<file path="config.mk">
export PLATFORM = sky130hd
export DESIGN_NAME = tcc_host
export DESIGN_NICKNAME = d
export VERILOG_FILES = /design/src/logic/tcc_pkg.sv /design/src/logic/tcc_pulse.sv /design/src/logic/tcc_host.sv
export VERILOG_INCLUDE_DIRS = /design/src /design/src/logic
export SDC_FILE = /design/constraint.sdc
export NUM_CORES = 1
export LEC_CHECK = 0
export BUFFER_PORTS_ARGS = -buffer_cell sky130_fd_sc_hd__buf_4
export CAP_MARGIN = 20
export CORE_ASPECT_RATIO = 1.4
export CORE_UTILIZATION = 38
export CTS_BUF_LIST = sky130_fd_sc_hd__clkbuf_8
export DETAILED_ROUTE_END_ITERATION = 16
export GPL_ROUTABILITY_DRIVEN = 0
export GPL_TIMING_DRIVEN = 0
export HOLD_SLACK_MARGIN = 0.12
export SYNTH_ARGS = -nofsm -noshare
export SYNTH_HDL_FRONTEND = slang
export SYNTH_SLANG_ARGS = --single-unit
</file>
<file path="constraint.sdc">
create_clock -name sys_clk_i -period 8.8 [get_ports sys_clk_i]
set_input_delay 2.2 -clock sys_clk_i [delete_from_list [all_inputs] [get_ports sys_clk_i]]
set_output_delay 2.2 -clock sys_clk_i [all_outputs]
set_load 0.01 [all_outputs]
</file>
<file path="src/logic/tcc_params.svh">
// register map, field positions and timing counts for the timer capture controller
`ifndef TCC_PARAMS_SVH
`define TCC_PARAMS_SVH
// device registers, channel 0 and channel 1
`define TCC_TMC_ADDR0 16'hFF60
`define TCC_TMC_ADDR1 16'hFF68
`define TCC_PRM_ADDR0 16'hFF61
`define TCC_PRM_ADDR1 16'hFF61
`define TCC_CRC_ADDR0 16'hFF62
`define TCC_CRC_ADDR1 16'hFF6A
`define TCC_TOC_ADDR0 16'hFF63
`define TCC_TOC_ADDR1 16'hFF6B
`define TCC_CFG_RESET 8'h00
// writable bits of each device register
`define TCC_PRM_MASK 8'hF3
`define TCC_CRC_MASK 8'h07
`define TCC_TOC_MASK 8'h1F
`define TCC_TMC_MASK 8'h0E
`define TCC_OVF_MASK 8'h01
// device field positions
`define TCC_TMC_OVF 0
`define TCC_PRM_CLK_LSB 0
`define TCC_PRM_ES0_LSB 4
`define TCC_PRM_ES1_LSB 6
`define TCC_CRC_CAP1 0
`define TCC_CRC_TRIG 1
`define TCC_CRC_CAP2 2
`define TCC_TOC_GATE 0
`define TCC_TOC_RST 2
`define TCC_TOC_SET 3
// host apb map
`define TCC_A_CMD 8'h00
`define TCC_A_STAT 8'h04
`define TCC_A_PULSE 8'h08
`define TCC_CMD_GO 0
`define TCC_CMD_CH 1
`define TCC_CMD_TGT_LSB 2
`define TCC_CMD_VAL_LSB 8
`define TCC_STAT_ERR 1
// clock rates in khz; fx period rounded up to whole system cycles
`define TCC_SYS_KHZ 250000
`define TCC_FX_KHZ 12000
`define TCC_FX_CYC ((`TCC_SYS_KHZ + `TCC_FX_KHZ - 1) / `TCC_FX_KHZ)
`endif

</file>
<file path="src/logic/tcc_pkg.sv">
// types for the timer capture controller
`default_nettype none
package tcc_pkg;
   typedef enum logic [2:0] {S_IDLE, S_RD, S_WAIT, S_STOP, S_WR, S_REST} tcc_seq_t;
   typedef enum logic [1:0] {T_PRM, T_CRC, T_TOC, T_TMC} tcc_tgt_t;
   typedef enum logic [1:0] {P_IDLE, P_HIGH, P_LOW} tcc_phase_t;
   typedef struct packed {
      tcc_phase_t phase;
      logic [11:0] cnt;
      logic pin;
   } tcc_pulse_st_t;
   typedef struct packed {
      tcc_seq_t seq;
      logic ch;
      tcc_tgt_t tgt;
      logic [7:0] val;
      logic [7:0] saved;
      logic [15:0] dev_addr;
      logic [7:0] dev_wdata;
      logic dev_wr;
      logic dev_rd;
      logic err;
      logic [1:0] ovf;
      logic [1:0][7:0] prm;
      logic [1:0][7:0] crc;
      logic [1:0][7:0] toc;
      logic [1:0][2:0] mode;
      logic [3:0] pulse_go;
      logic [31:0] prdata;
      logic pslverr;
   } tcc_host_st_t;
endpackage : tcc_pkg
`default_nettype wire

</file>
<file path="src/logic/tcc_pulse.sv">
// pulse driver for one timer input pin, high and low phases of a minimum width
`include "tcc_params.svh"
`timescale 1ns/1ps
`default_nettype none
module tcc_pulse (
   input wire logic sys_clk_i,
   input wire logic rst_i,
   input wire logic start_i,
   input wire logic [11:0] width_i,
   output logic pin_o,
   output logic busy_o
);
   tcc_pkg::tcc_pulse_st_t st;
   tcc_pkg::tcc_pulse_st_t next_st;
   logic [11:0] hi_len;
   logic [11:0] wlat;

   always_comb begin
      next_st = st;
      case (st.phase)
         tcc_pkg::P_IDLE: begin
            if (start_i) begin
               next_st.phase = tcc_pkg::P_HIGH;
               next_st.pin = 1'b1;
               next_st.cnt = width_i;
            end
         end
         tcc_pkg::P_HIGH: begin
            // both edges must stay apart, so the low gap is as long as the pulse
            if (st.cnt <= 12'h001) begin
               next_st.phase = tcc_pkg::P_LOW;
               next_st.pin = 1'b0;
               next_st.cnt = width_i;
            end else begin
               next_st.cnt = st.cnt - 12'h001;
            end
         end
         tcc_pkg::P_LOW: begin
            if (st.cnt <= 12'h001) begin
               next_st.phase = tcc_pkg::P_IDLE;
            end else begin
               next_st.cnt = st.cnt - 12'h001;
            end
         end
         default: begin
            next_st.phase = tcc_pkg::P_IDLE;
            next_st.pin = 1'b0;
         end
      endcase
   end

   always_ff @(posedge sys_clk_i or posedge rst_i) begin
      if (rst_i) begin
         st <= '0;
      end else begin
         st <= next_st;
      end
   end

   assign pin_o = st.pin;
   assign busy_o = st.phase != tcc_pkg::P_IDLE;

   // helper for the width check below
   always_ff @(posedge sys_clk_i or posedge rst_i) begin
      if (rst_i) begin
         hi_len <= 12'h000;
         wlat <= 12'h000;
      end else begin
         hi_len <= st.pin ? hi_len + 12'h001 : 12'h000;
         if (start_i && st.phase == tcc_pkg::P_IDLE) begin
            wlat <= width_i;
         end
      end
   end
endmodule : tcc_pulse
`default_nettype wire

</file>
<file path="src/logic/tcc_host.sv">
// host controller that programs the timer channels and drives their input pins
//
// Overview of operation
// (RULE1) first register: compare at 0, capture at 1
// (RULE2) second register: compare at 0, capture at 1
// (RULE3) trigger select picks second input or inverted first
// (RULE4) stop the timer before control register writes
// (RULE5) no first-register capture in clear-on-match mode
// (RULE6) both-edge first input gives no first capture
// (RULE7) capture pulses exceed two count clock periods
// (RULE8) second match toggles output when enabled
// (RULE9) first match toggles output when enabled
// (RULE10) set/reset pair: hold, clear, set; never both
// (RULE11) set and reset bits read back zero
// (RULE12) gate off holds output pin low
// (RULE13) write zero to output control bits 5-7
// (RULE14) second input edge field: never write 10
// (RULE15) first input edge field: never write 10
// (RULE16) count clock: fx, fx/4, fx/32, input edge
// (RULE17) external count pulses exceed two fx/16 periods
// (RULE18) external clock input: no clear, capture, output
// (RULE19) high input after reset gives immediate edge
// (RULE20) wrap with compare FFFF sets overflow
// (RULE21) mode bits written only while timer stopped
// (RULE22) compare registers match continuously, raising requests
// (RULE23) counter counts up, clears on stop or reset
// (RULE24) reset clears all control and output state
`include "tcc_params.svh"
`timescale 1ns/1ps
`default_nettype none
module tcc_host (
   input wire logic sys_clk_i,
   input wire logic rst_i,
   input wire logic psel_i,
   input wire logic penable_i,
   input wire logic pwrite_i,
   input wire logic [7:0] paddr_i,
   input wire logic [31:0] pwdata_i,
   output logic [31:0] prdata_o,
   output logic pready_o,
   output logic pslverr_o,
   output logic [15:0] dev_addr_o,
   output logic [7:0] dev_wdata_o,
   output logic dev_wr_o,
   output logic dev_rd_o,
   input wire logic [7:0] dev_rdata_i,
   input wire logic [1:0] timer_output_pin_i,
   output logic [1:0] first_timer_input_o,
   output logic [1:0] second_timer_input_o
);
   tcc_pkg::tcc_host_st_t st;
   tcc_pkg::tcc_host_st_t next_st;
   logic [3:0] pin_w;
   logic [3:0] pulse_busy;
   logic busy;

   function automatic logic [15:0] addr_of(input tcc_pkg::tcc_tgt_t t, input logic c);
      logic [15:0] a;
      a = c ? `TCC_TMC_ADDR1 : `TCC_TMC_ADDR0;
      case (t)
         tcc_pkg::T_PRM: a = c ? `TCC_PRM_ADDR1 : `TCC_PRM_ADDR0;
         tcc_pkg::T_CRC: a = c ? `TCC_CRC_ADDR1 : `TCC_CRC_ADDR0;
         tcc_pkg::T_TOC: a = c ? `TCC_TOC_ADDR1 : `TCC_TOC_ADDR0;
         default: a = c ? `TCC_TMC_ADDR1 : `TCC_TMC_ADDR0;
      endcase
      return a;
   endfunction : addr_of

   function automatic logic [7:0] mask_of(input tcc_pkg::tcc_tgt_t t);
      logic [7:0] m;
      m = `TCC_TMC_MASK;
      case (t)
         tcc_pkg::T_PRM: m = `TCC_PRM_MASK;
         tcc_pkg::T_CRC: m = `TCC_CRC_MASK;
         tcc_pkg::T_TOC: m = `TCC_TOC_MASK; // [RULE13]
         default: m = `TCC_TMC_MASK;
      endcase
      return m;
   endfunction : mask_of

   // a capture register that listens to the first input
   function automatic logic ti_trig(input logic [7:0] c);
      return (c[`TCC_CRC_CAP1] && c[`TCC_CRC_TRIG]) || c[`TCC_CRC_CAP2];
   endfunction : ti_trig

   // checks a new value against the shadow copies of the same channel
   function automatic logic cfg_ok(input tcc_pkg::tcc_tgt_t t, input logic [7:0] v,
         input logic [7:0] prm, input logic [7:0] crc, input logic [7:0] toc,
         input logic [2:0] mode);
      logic ext;
      logic bad;
      ext = prm[`TCC_PRM_CLK_LSB +: 2] == 2'b11;
      bad = 1'b0;
      case (t)
         tcc_pkg::T_PRM: begin
            bad = v[`TCC_PRM_ES1_LSB +: 2] == 2'b10 // [RULE14]
               || v[`TCC_PRM_ES0_LSB +: 2] == 2'b10 // [RULE15]
               || (v[`TCC_PRM_CLK_LSB +: 2] == 2'b11
               && (mode[2:1] == 2'b10 || ti_trig(crc) || toc[`TCC_TOC_GATE])); // [RULE18]
         end
         tcc_pkg::T_CRC: begin
            bad = (v[`TCC_CRC_CAP1] && mode[2:1] == 2'b11) // [RULE5]
               || (ext && ti_trig(v)); // [RULE18]
         end
         tcc_pkg::T_TOC: begin
            bad = (v[`TCC_TOC_SET] && v[`TCC_TOC_RST]) // [RULE10]
               || (ext && v[`TCC_TOC_GATE]); // [RULE18]
         end
         default: begin
            bad = (v[3:2] == 2'b11 && crc[`TCC_CRC_CAP1]) // [RULE5]
               || (ext && v[3:2] == 2'b10); // [RULE18]
         end
      endcase
      return !bad;
   endfunction : cfg_ok

   // minimum pulse width in system cycles for a count clock selection
   function automatic logic [11:0] pulse_width(input logic [1:0] sel);
      logic [11:0] w;
      w = 12'(`TCC_FX_CYC);
      case (sel)
         2'b00: w = w << 1; // [RULE7]
         2'b01: w = w << 3; // [RULE7]
         2'b10: w = w << 6; // [RULE7]
         default: w = w << 5; // [RULE17]
      endcase
      return w + 12'h001;
   endfunction : pulse_width

   assign busy = st.seq != tcc_pkg::S_IDLE;

   always_comb begin
      logic wr_acc;
      logic go;
      logic clr_err;
      logic set_err;
      logic c;
      logic [7:0] v;
      tcc_pkg::tcc_tgt_t t;
      next_st = st;
      wr_acc = psel_i && penable_i && pwrite_i;
      go = wr_acc && paddr_i == `TCC_A_CMD && pwdata_i[`TCC_CMD_GO];
      clr_err = wr_acc && paddr_i == `TCC_A_STAT && pwdata_i[`TCC_STAT_ERR];
      c = pwdata_i[`TCC_CMD_CH];
      t = tcc_pkg::tcc_tgt_t'(pwdata_i[`TCC_CMD_TGT_LSB +: 2]);
      v = pwdata_i[`TCC_CMD_VAL_LSB +: 8] & mask_of(t); // [RULE13]
      set_err = 1'b0;
      next_st.dev_wr = 1'b0;
      next_st.dev_rd = 1'b0;
      next_st.pulse_go = 4'h0;
      // read data is latched in the setup cycle, so the slave never waits
      if (psel_i && !penable_i) begin
         next_st.pslverr = 1'b0;
         next_st.prdata = 32'h0000_0000;
         case (paddr_i)
            `TCC_A_CMD: next_st.prdata = {16'h0000, st.val, 4'h0, st.tgt, st.ch, 1'b0};
            `TCC_A_STAT: begin
               next_st.prdata = {22'h00_0000, pulse_busy, timer_output_pin_i, st.ovf,
                  st.err, busy};
            end
            `TCC_A_PULSE: next_st.prdata = {28'h000_0000, pulse_busy};
            default: next_st.pslverr = 1'b1;
         endcase
      end
      if (wr_acc && paddr_i == `TCC_A_PULSE) begin
         next_st.pulse_go = pwdata_i[3:0] & ~pulse_busy;
      end
      case (st.seq)
         tcc_pkg::S_IDLE: begin
            if (go) begin
               next_st.ch = c;
               next_st.tgt = t;
               next_st.val = v;
               if (cfg_ok(t, v, st.prm[c], st.crc[c], st.toc[c], st.mode[c])) begin
                  case (t)
                     tcc_pkg::T_PRM: next_st.prm[c] = v;
                     tcc_pkg::T_CRC: next_st.crc[c] = v;
                     tcc_pkg::T_TOC: next_st.toc[c] = v & ~8'h0C; // [RULE11]
                     default: next_st.mode[c] = v[3:1];
                  endcase
                  next_st.dev_rd = 1'b1;
                  next_st.dev_addr = addr_of(tcc_pkg::T_TMC, c);
                  next_st.seq = tcc_pkg::S_RD;
               end else begin
                  set_err = 1'b1;
               end
            end
         end
         tcc_pkg::S_RD: next_st.seq = tcc_pkg::S_WAIT;
         tcc_pkg::S_WAIT: begin
            // keep the overflow flag, zero the mode bits to stop the timer
            next_st.saved = dev_rdata_i;
            next_st.ovf[st.ch] = dev_rdata_i[`TCC_TMC_OVF]; // [RULE20]
            next_st.dev_wr = 1'b1;
            next_st.dev_wdata = dev_rdata_i & `TCC_OVF_MASK; // [RULE4]
            next_st.seq = tcc_pkg::S_STOP;
         end
         tcc_pkg::S_STOP: begin
            next_st.dev_wr = 1'b1;
            next_st.dev_addr = addr_of(st.tgt, st.ch);
            if (st.tgt == tcc_pkg::T_TMC) begin
               next_st.dev_wdata = st.val | (st.saved & `TCC_OVF_MASK); // [RULE21]
            end else begin
               next_st.dev_wdata = st.val; // [RULE4]
            end
            next_st.seq = tcc_pkg::S_WR;
         end
         tcc_pkg::S_WR: begin
            if (st.tgt == tcc_pkg::T_TMC) begin
               next_st.seq = tcc_pkg::S_IDLE;
            end else begin
               // restart in the mode the timer had before the stop
               next_st.dev_wr = 1'b1;
               next_st.dev_addr = addr_of(tcc_pkg::T_TMC, st.ch);
               next_st.dev_wdata = st.saved & (`TCC_TMC_MASK | `TCC_OVF_MASK); // [RULE21]
               next_st.seq = tcc_pkg::S_REST;
            end
         end
         tcc_pkg::S_REST: next_st.seq = tcc_pkg::S_IDLE;
         default: next_st.seq = tcc_pkg::S_IDLE;
      endcase
      // a rejection in the clearing cycle still shows
      next_st.err = (st.err && !clr_err) || set_err;
   end

   always_ff @(posedge sys_clk_i or posedge rst_i) begin
      if (rst_i) begin
         st <= '0;
      end else begin
         st <= next_st;
      end
   end

   assign prdata_o = st.prdata;
   assign pready_o = 1'b1;
   assign pslverr_o = st.pslverr && psel_i && penable_i;
   assign dev_addr_o = st.dev_addr;
   assign dev_wdata_o = st.dev_wdata;
   assign dev_wr_o = st.dev_wr;
   assign dev_rd_o = st.dev_rd;

   // one driver per input pin; width follows the channel's count clock
   genvar gi;
   for (gi = 0; gi < 4; gi++) begin : g_pin
      tcc_pulse u_pulse (
         .sys_clk_i(sys_clk_i),
         .rst_i(rst_i),
         .start_i(st.pulse_go[gi]),
         .width_i(pulse_width(st.prm[gi / 2][`TCC_PRM_CLK_LSB +: 2])), // [RULE7]
         .pin_o(pin_w[gi]),
         .busy_o(pulse_busy[gi])
      );
   end

   assign first_timer_input_o = {pin_w[2], pin_w[0]};
   assign second_timer_input_o = {pin_w[3], pin_w[1]};

   // checks on what is written to the device
   logic stop_wr;
   logic tmc_wr;
   logic prm_wr;
   logic crc_wr;
   logic toc_wr;
   assign tmc_wr = st.dev_wr && st.dev_addr == addr_of(tcc_pkg::T_TMC, st.ch);
   assign prm_wr = st.dev_wr && st.dev_addr == addr_of(tcc_pkg::T_PRM, st.ch);
   assign crc_wr = st.dev_wr && st.dev_addr == addr_of(tcc_pkg::T_CRC, st.ch);
   assign toc_wr = st.dev_wr && st.dev_addr == addr_of(tcc_pkg::T_TOC, st.ch);
   assign stop_wr = tmc_wr && st.dev_wdata[3:1] == 3'b000;
endmodule : tcc_host
`default_nettype wire

</file>
# == Word-level counts from Yosys, hierarchy flattened ==
# Cells that the tools add are included.
# totals
mem_count,0
mem_bits_rw,0
latchBits,0
elab_cells,270
rom_bits,0
out_inout_bits,64
reg_bits,198
# classes
mul,0
n_eq_ne,50
div_mod_pow,0
n_mux,85
addsub,6
magnitude_cmp,8
n_bitwise,10
shift,0
n_reduce_logical,77
# op_table
cell,n
12-bit case mux with 3 select lines,4
12-bit 2-to-1 mux,8
16-bit case mux with 3 select lines,2
11-bit case mux with 3 select lines,2
15-bit 2-to-1 mux,4
16-bit bitwise mux,3
12-bit by 1-bit <= comparator with 1-bit output (second input constant),4
12-bit by 1-bit subtractor with 12-bit output (second input constant),4
3-bit AND reduction,12
2-bit == test (second input constant),17
16-bit 2-to-1 mux,2
9-bit case mux with 3 select lines,1
25-bit 2-to-1 mux,1
12-bit by 1-bit adder with 12-bit output (second input constant),2
2-bit case mux with 3 select lines,4
8-bit case mux with 3 select lines,1
1-bit logical AND,22
2-bit != test (second input constant),11
3-bit 2-to-1 mux,7
3-bit nonzero test,7
2-bit 2-to-1 mux,10
4-bit 2-to-1 mux,5
4-bit AND reduction,5
2-bit by 1-bit == test with 1-bit output (second input constant),8
32 further kinds,90

# == Depth between registers and ports, before layout ==
# logic_depth
word_depth,15
depth_mapped,10
ltp_nobuf,8

# == Cells and area by module ==
# A second synthesis with hierarchy kept.
# unflattened
cells_unflattened,887
area_unflattened_um2,8254.2
# by_module_without_submodules
mod,area_each_um2,seq_area_each_um2,n_inst,cells_each
tcc_host,3915.0,1801.7,1,383
tcc_pulse at g_pin[0].u_pulse ...,1049.8,375.4,3,124
tcc_pulse at g_pin[3].u_pulse,1189.9,375.4,1,132

# == Worst setup path after synthesis ==
# Ideal clock, no wire load.
# synth_path
path_type,in2out
startpoint,input port psel_i
endpoint,output port pslverr_o
required_ns,6.600
arrival_time_ns,2.380
path_stages,1
path_slack_ns,4.220
path_cell_list,and3_1
# synth_between
elab_chain_len,2
# synth_rtl
item,line_no,rtl
from (decl),tcc_host.sv:34,"input wire logic psel_i,"
1-bit logical AND (2 in a row),tcc_host.sv:236,assign pslverr_o = st.pslverr && psel_i && penable_i;
to (decl),tcc_host.sv:41,"output logic pslverr_o,"
# No other way between the ends.

# == Worst setup path after layout ==
# Ends and elaborated chain as after synthesis.

==> run metrics <==
cell area power density 218 mW/mm^2; critical path's slowest cell and3_1; GRT Overall Usage 18.3%; Initial Util 39.0%; crit end category output pin; # Post-CTS Setup Buffers 0; latest clock arrival within the worst-skew pair 0.46 ns; H-tree Lvls 4; post-route ant nets 0; Max Cap Viol 0; slowest cell delay on critical path 0.18 ns; fin util 45.7%; Final Hold Fails 0; Avg Cell Area, Syn 9.33 um^2; commonest cells after routing, fill and taps aside 135 x buf_4, 132 x dfrtp_1, 76 x o21ai_0; post-CTS resize count 0; clk sinks 132; area added between synthesis and finish 17.2%; Setup CP Type in2out; crit path cell chain buf_4 -> and3_1 -> buf_4; Fill cells 2011; Leakage 0.00430 uW; Critical Path RT 6.60 ns; CTS buffer count 17; Syn Inst Count 835; #FFs+latches synth 132; Root Driver clkbuf_8; Worst-path clk slew 0.07 ns; VDD IR max 0.113 mV; register area 0.00330 mm^2; vias per cell 5.21; Max Freq 206 MHz; Longest Clk Path Bufs 2; Yosys cell types 81; commonest non-fill, non-tap cell in the layout buf_4; first-pass GRT wire length 30.2 mm; setup violators final 0; CP bufs+invs 2; vias 6300; post-synthesis cell area 0.00779 mm^2; antenna diode count 0; TNS Setup 0 ns; worst clock skew 0.0164 ns; top_reg_cell synth dfrtp_1; drt drc 0; grt total ovfl 0; Final nets 1023; initial antenna violation count 0; Final HPWL DP 13.6 mm; core area 0.0200 mm^2; TritonCTS clock tree done; CP arrival 2.65 ns; IO buf count 70; Async SR Flop Fraction 100%; Slew @ Worst Pin 0.911 ns; DR iter-0 viols 265; drt first pass iters 6; Seq/Total Area, Yosys 42.4%; WL final 18.3 mm; Post-synth EDFFs 0; RSZ-0062 raised after global routing false; layout cells sized above 1 24.5%; fin crit period 4.85 ns; Most common cell on crit path buf_4; area of the multi-input gates 0.00375 mm^2; Top delay family on crit path buffers and inverters; Startpoint Class primary input; CP max FO 4; run status completed; max-slew violation count 0; area of the die 0.0211 mm^2; YS warnings 0; hold_buf cts 0; largest net degree at the start of global routing 85; Die Y 171 um; Die Span X 123 um; max_slew headroom 38.7%; fin crit share 55.1%; row count 61; Hold Path Class reg2reg; # IOs 119; vias in the first global route 6147; Avg WL per Cell 15.2 um
==> cell type report <==
type	instances	share of cell area (%)
Clock buffer	17	2.56
Multi-Input combinational cell	582	41.1
Timing Repair Buffer	72	6.11
Tap cell	252	3.45
Inverter	48	2.03
Buffer	91	6.84
Clock inverter	15	1.75
Sequential cell	132	36.2
==> cells in the mapped netlist (4+ instances only) <==
master / instances / area share (%)
nor2_1: 59 / 2.8
a31oi_1: 17 / 1.4
or2_2: 6 / 0.48
a21oi_1: 49 / 3.1
o32ai_1: 7 / 0.79
a22o_1: 23 / 2.6
mux2_2: 21 / 3.0
nor3_1: 21 / 1.3
buf_4: 65 / 6.3
nor4_1: 15 / 1.2
mux2i_1: 7 / 0.90
o22ai_1: 8 / 0.64
nand3_1: 14 / 0.90
nand2b_1: 19 / 1.5
o22a_1: 7 / 0.79
and3_1: 8 / 0.64
or4_1: 4 / 0.39
buf_2: 7 / 0.45
buf_6: 4 / 0.58
clkbuf_1: 14 / 0.67
and2_1: 5 / 0.40
inv_1: 48 / 2.3
nor2b_1: 7 / 0.56
nand2_1: 70 / 3.4
o31ai_1: 4 / 0.39
o21ai_0: 76 / 4.9
ha_1: 24 / 3.9
dfrtp_1: 132 / 42
nand4_1: 5 / 0.40
o21ai_1: 10 / 0.64
==> cells by family after synthesis <==
logic type	share of synthesized area, %
other	0.0964
AO/OA/AOI/OAI	20.3
XOR/XNOR	0.450
multiplexers	4.51
AND/OR/NAND/NOR	18.1
flip-flops	42.4
buffers and inverters	10.3
adder cells (fa/ha/maj)	3.85
==> path summary, 6_finish.rpt <==
kind / startpoint / end / slack, ns / depth (start not counted)
max in group asynchronous: rst_i / st[92]$_DFFE_PP0P_ / 6.26 / 3
min reg2reg: g_pin[0].u_pulse.st[12]$_DFFE_PP0P_ / g_pin[0].u_pulse.st[12]$_DFFE_PP0P_ / 0.49 / 1
max reg2reg: g_pin[1].u_pulse.st[1]$_DFFE_PP0P_ / g_pin[1].u_pulse.st[12]$_DFFE_PP0P_ / 6.37 / 7
min: g_pin[0].u_pulse.st[12]$_DFFE_PP0P_ / g_pin[0].u_pulse.st[12]$_DFFE_PP0P_ / 0.49 / 1
max: psel_i / pslverr_o / 3.95 / 3
min in group asynchronous: rst_i / g_pin[0].u_pulse.st[7]$_DFFE_PP0P_ / 1.77 / 2
==> per-layer routing <==
| metal | track usage [%] | part of all wire (%) | vias to the layer above |
|---|---|---|---|
| met5 | 0 | 0 | - |
| met4 | 7.33 | 2.0 | 0 |
| met3 | 3.32 | 4.0 | 27 |
| met2 | 32.1 | 51 | 147 |
| met1 | 22.0 | 43 | 2985 |
| li1 | - | - | 3141 |
==> power breakdown <==
group          switching [uW]  leakage (uW)  internal, uW  total, uW
clock                     256      0.000190           253        509
sequential               73.5       0.00175           688        761
combinational             421       0.00236           297        718
==> worst register-to-register path, stage by stage (launching register included) <==
cell,delay [ns]
dfrtp_1,0.44
inv_1,0.10
ha_1,0.30
o2111a_1,0.34
a21oi_1,0.46
clkbuf_1,0.40
nand4_1,0.15
o21ai_0,0.18
==> sequential cells by signal (all words and copies together) (netlist names) <==
signal               count
dev_rd_o                 1
g_pin.u_pulse.pin_o      4
dev_addr_o               4
prdata_o                16
g_pin.u_pulse.st        56
st                      42
dev_wr_o                 1
dev_wdata_o              8
==> metrics by stage <==
step                      cells  hold WS (ns)  setup WS (ns)  total power, uW  instance area (um^2)
after floorplan             853         0.449           3.07             1300                  7860
after global placement     1175         0.478           1.39             1480                  8700
after detailed placement   1176         0.472           3.93             1490                  8730
after CTS                  1208         0.490           3.93             2010                  9130
after global routing       1209         0.509           3.93             2130                  9130
final                      1209         0.489           3.95             1990                  9130
Note: power is estimated with default switching activity, not from simulation.
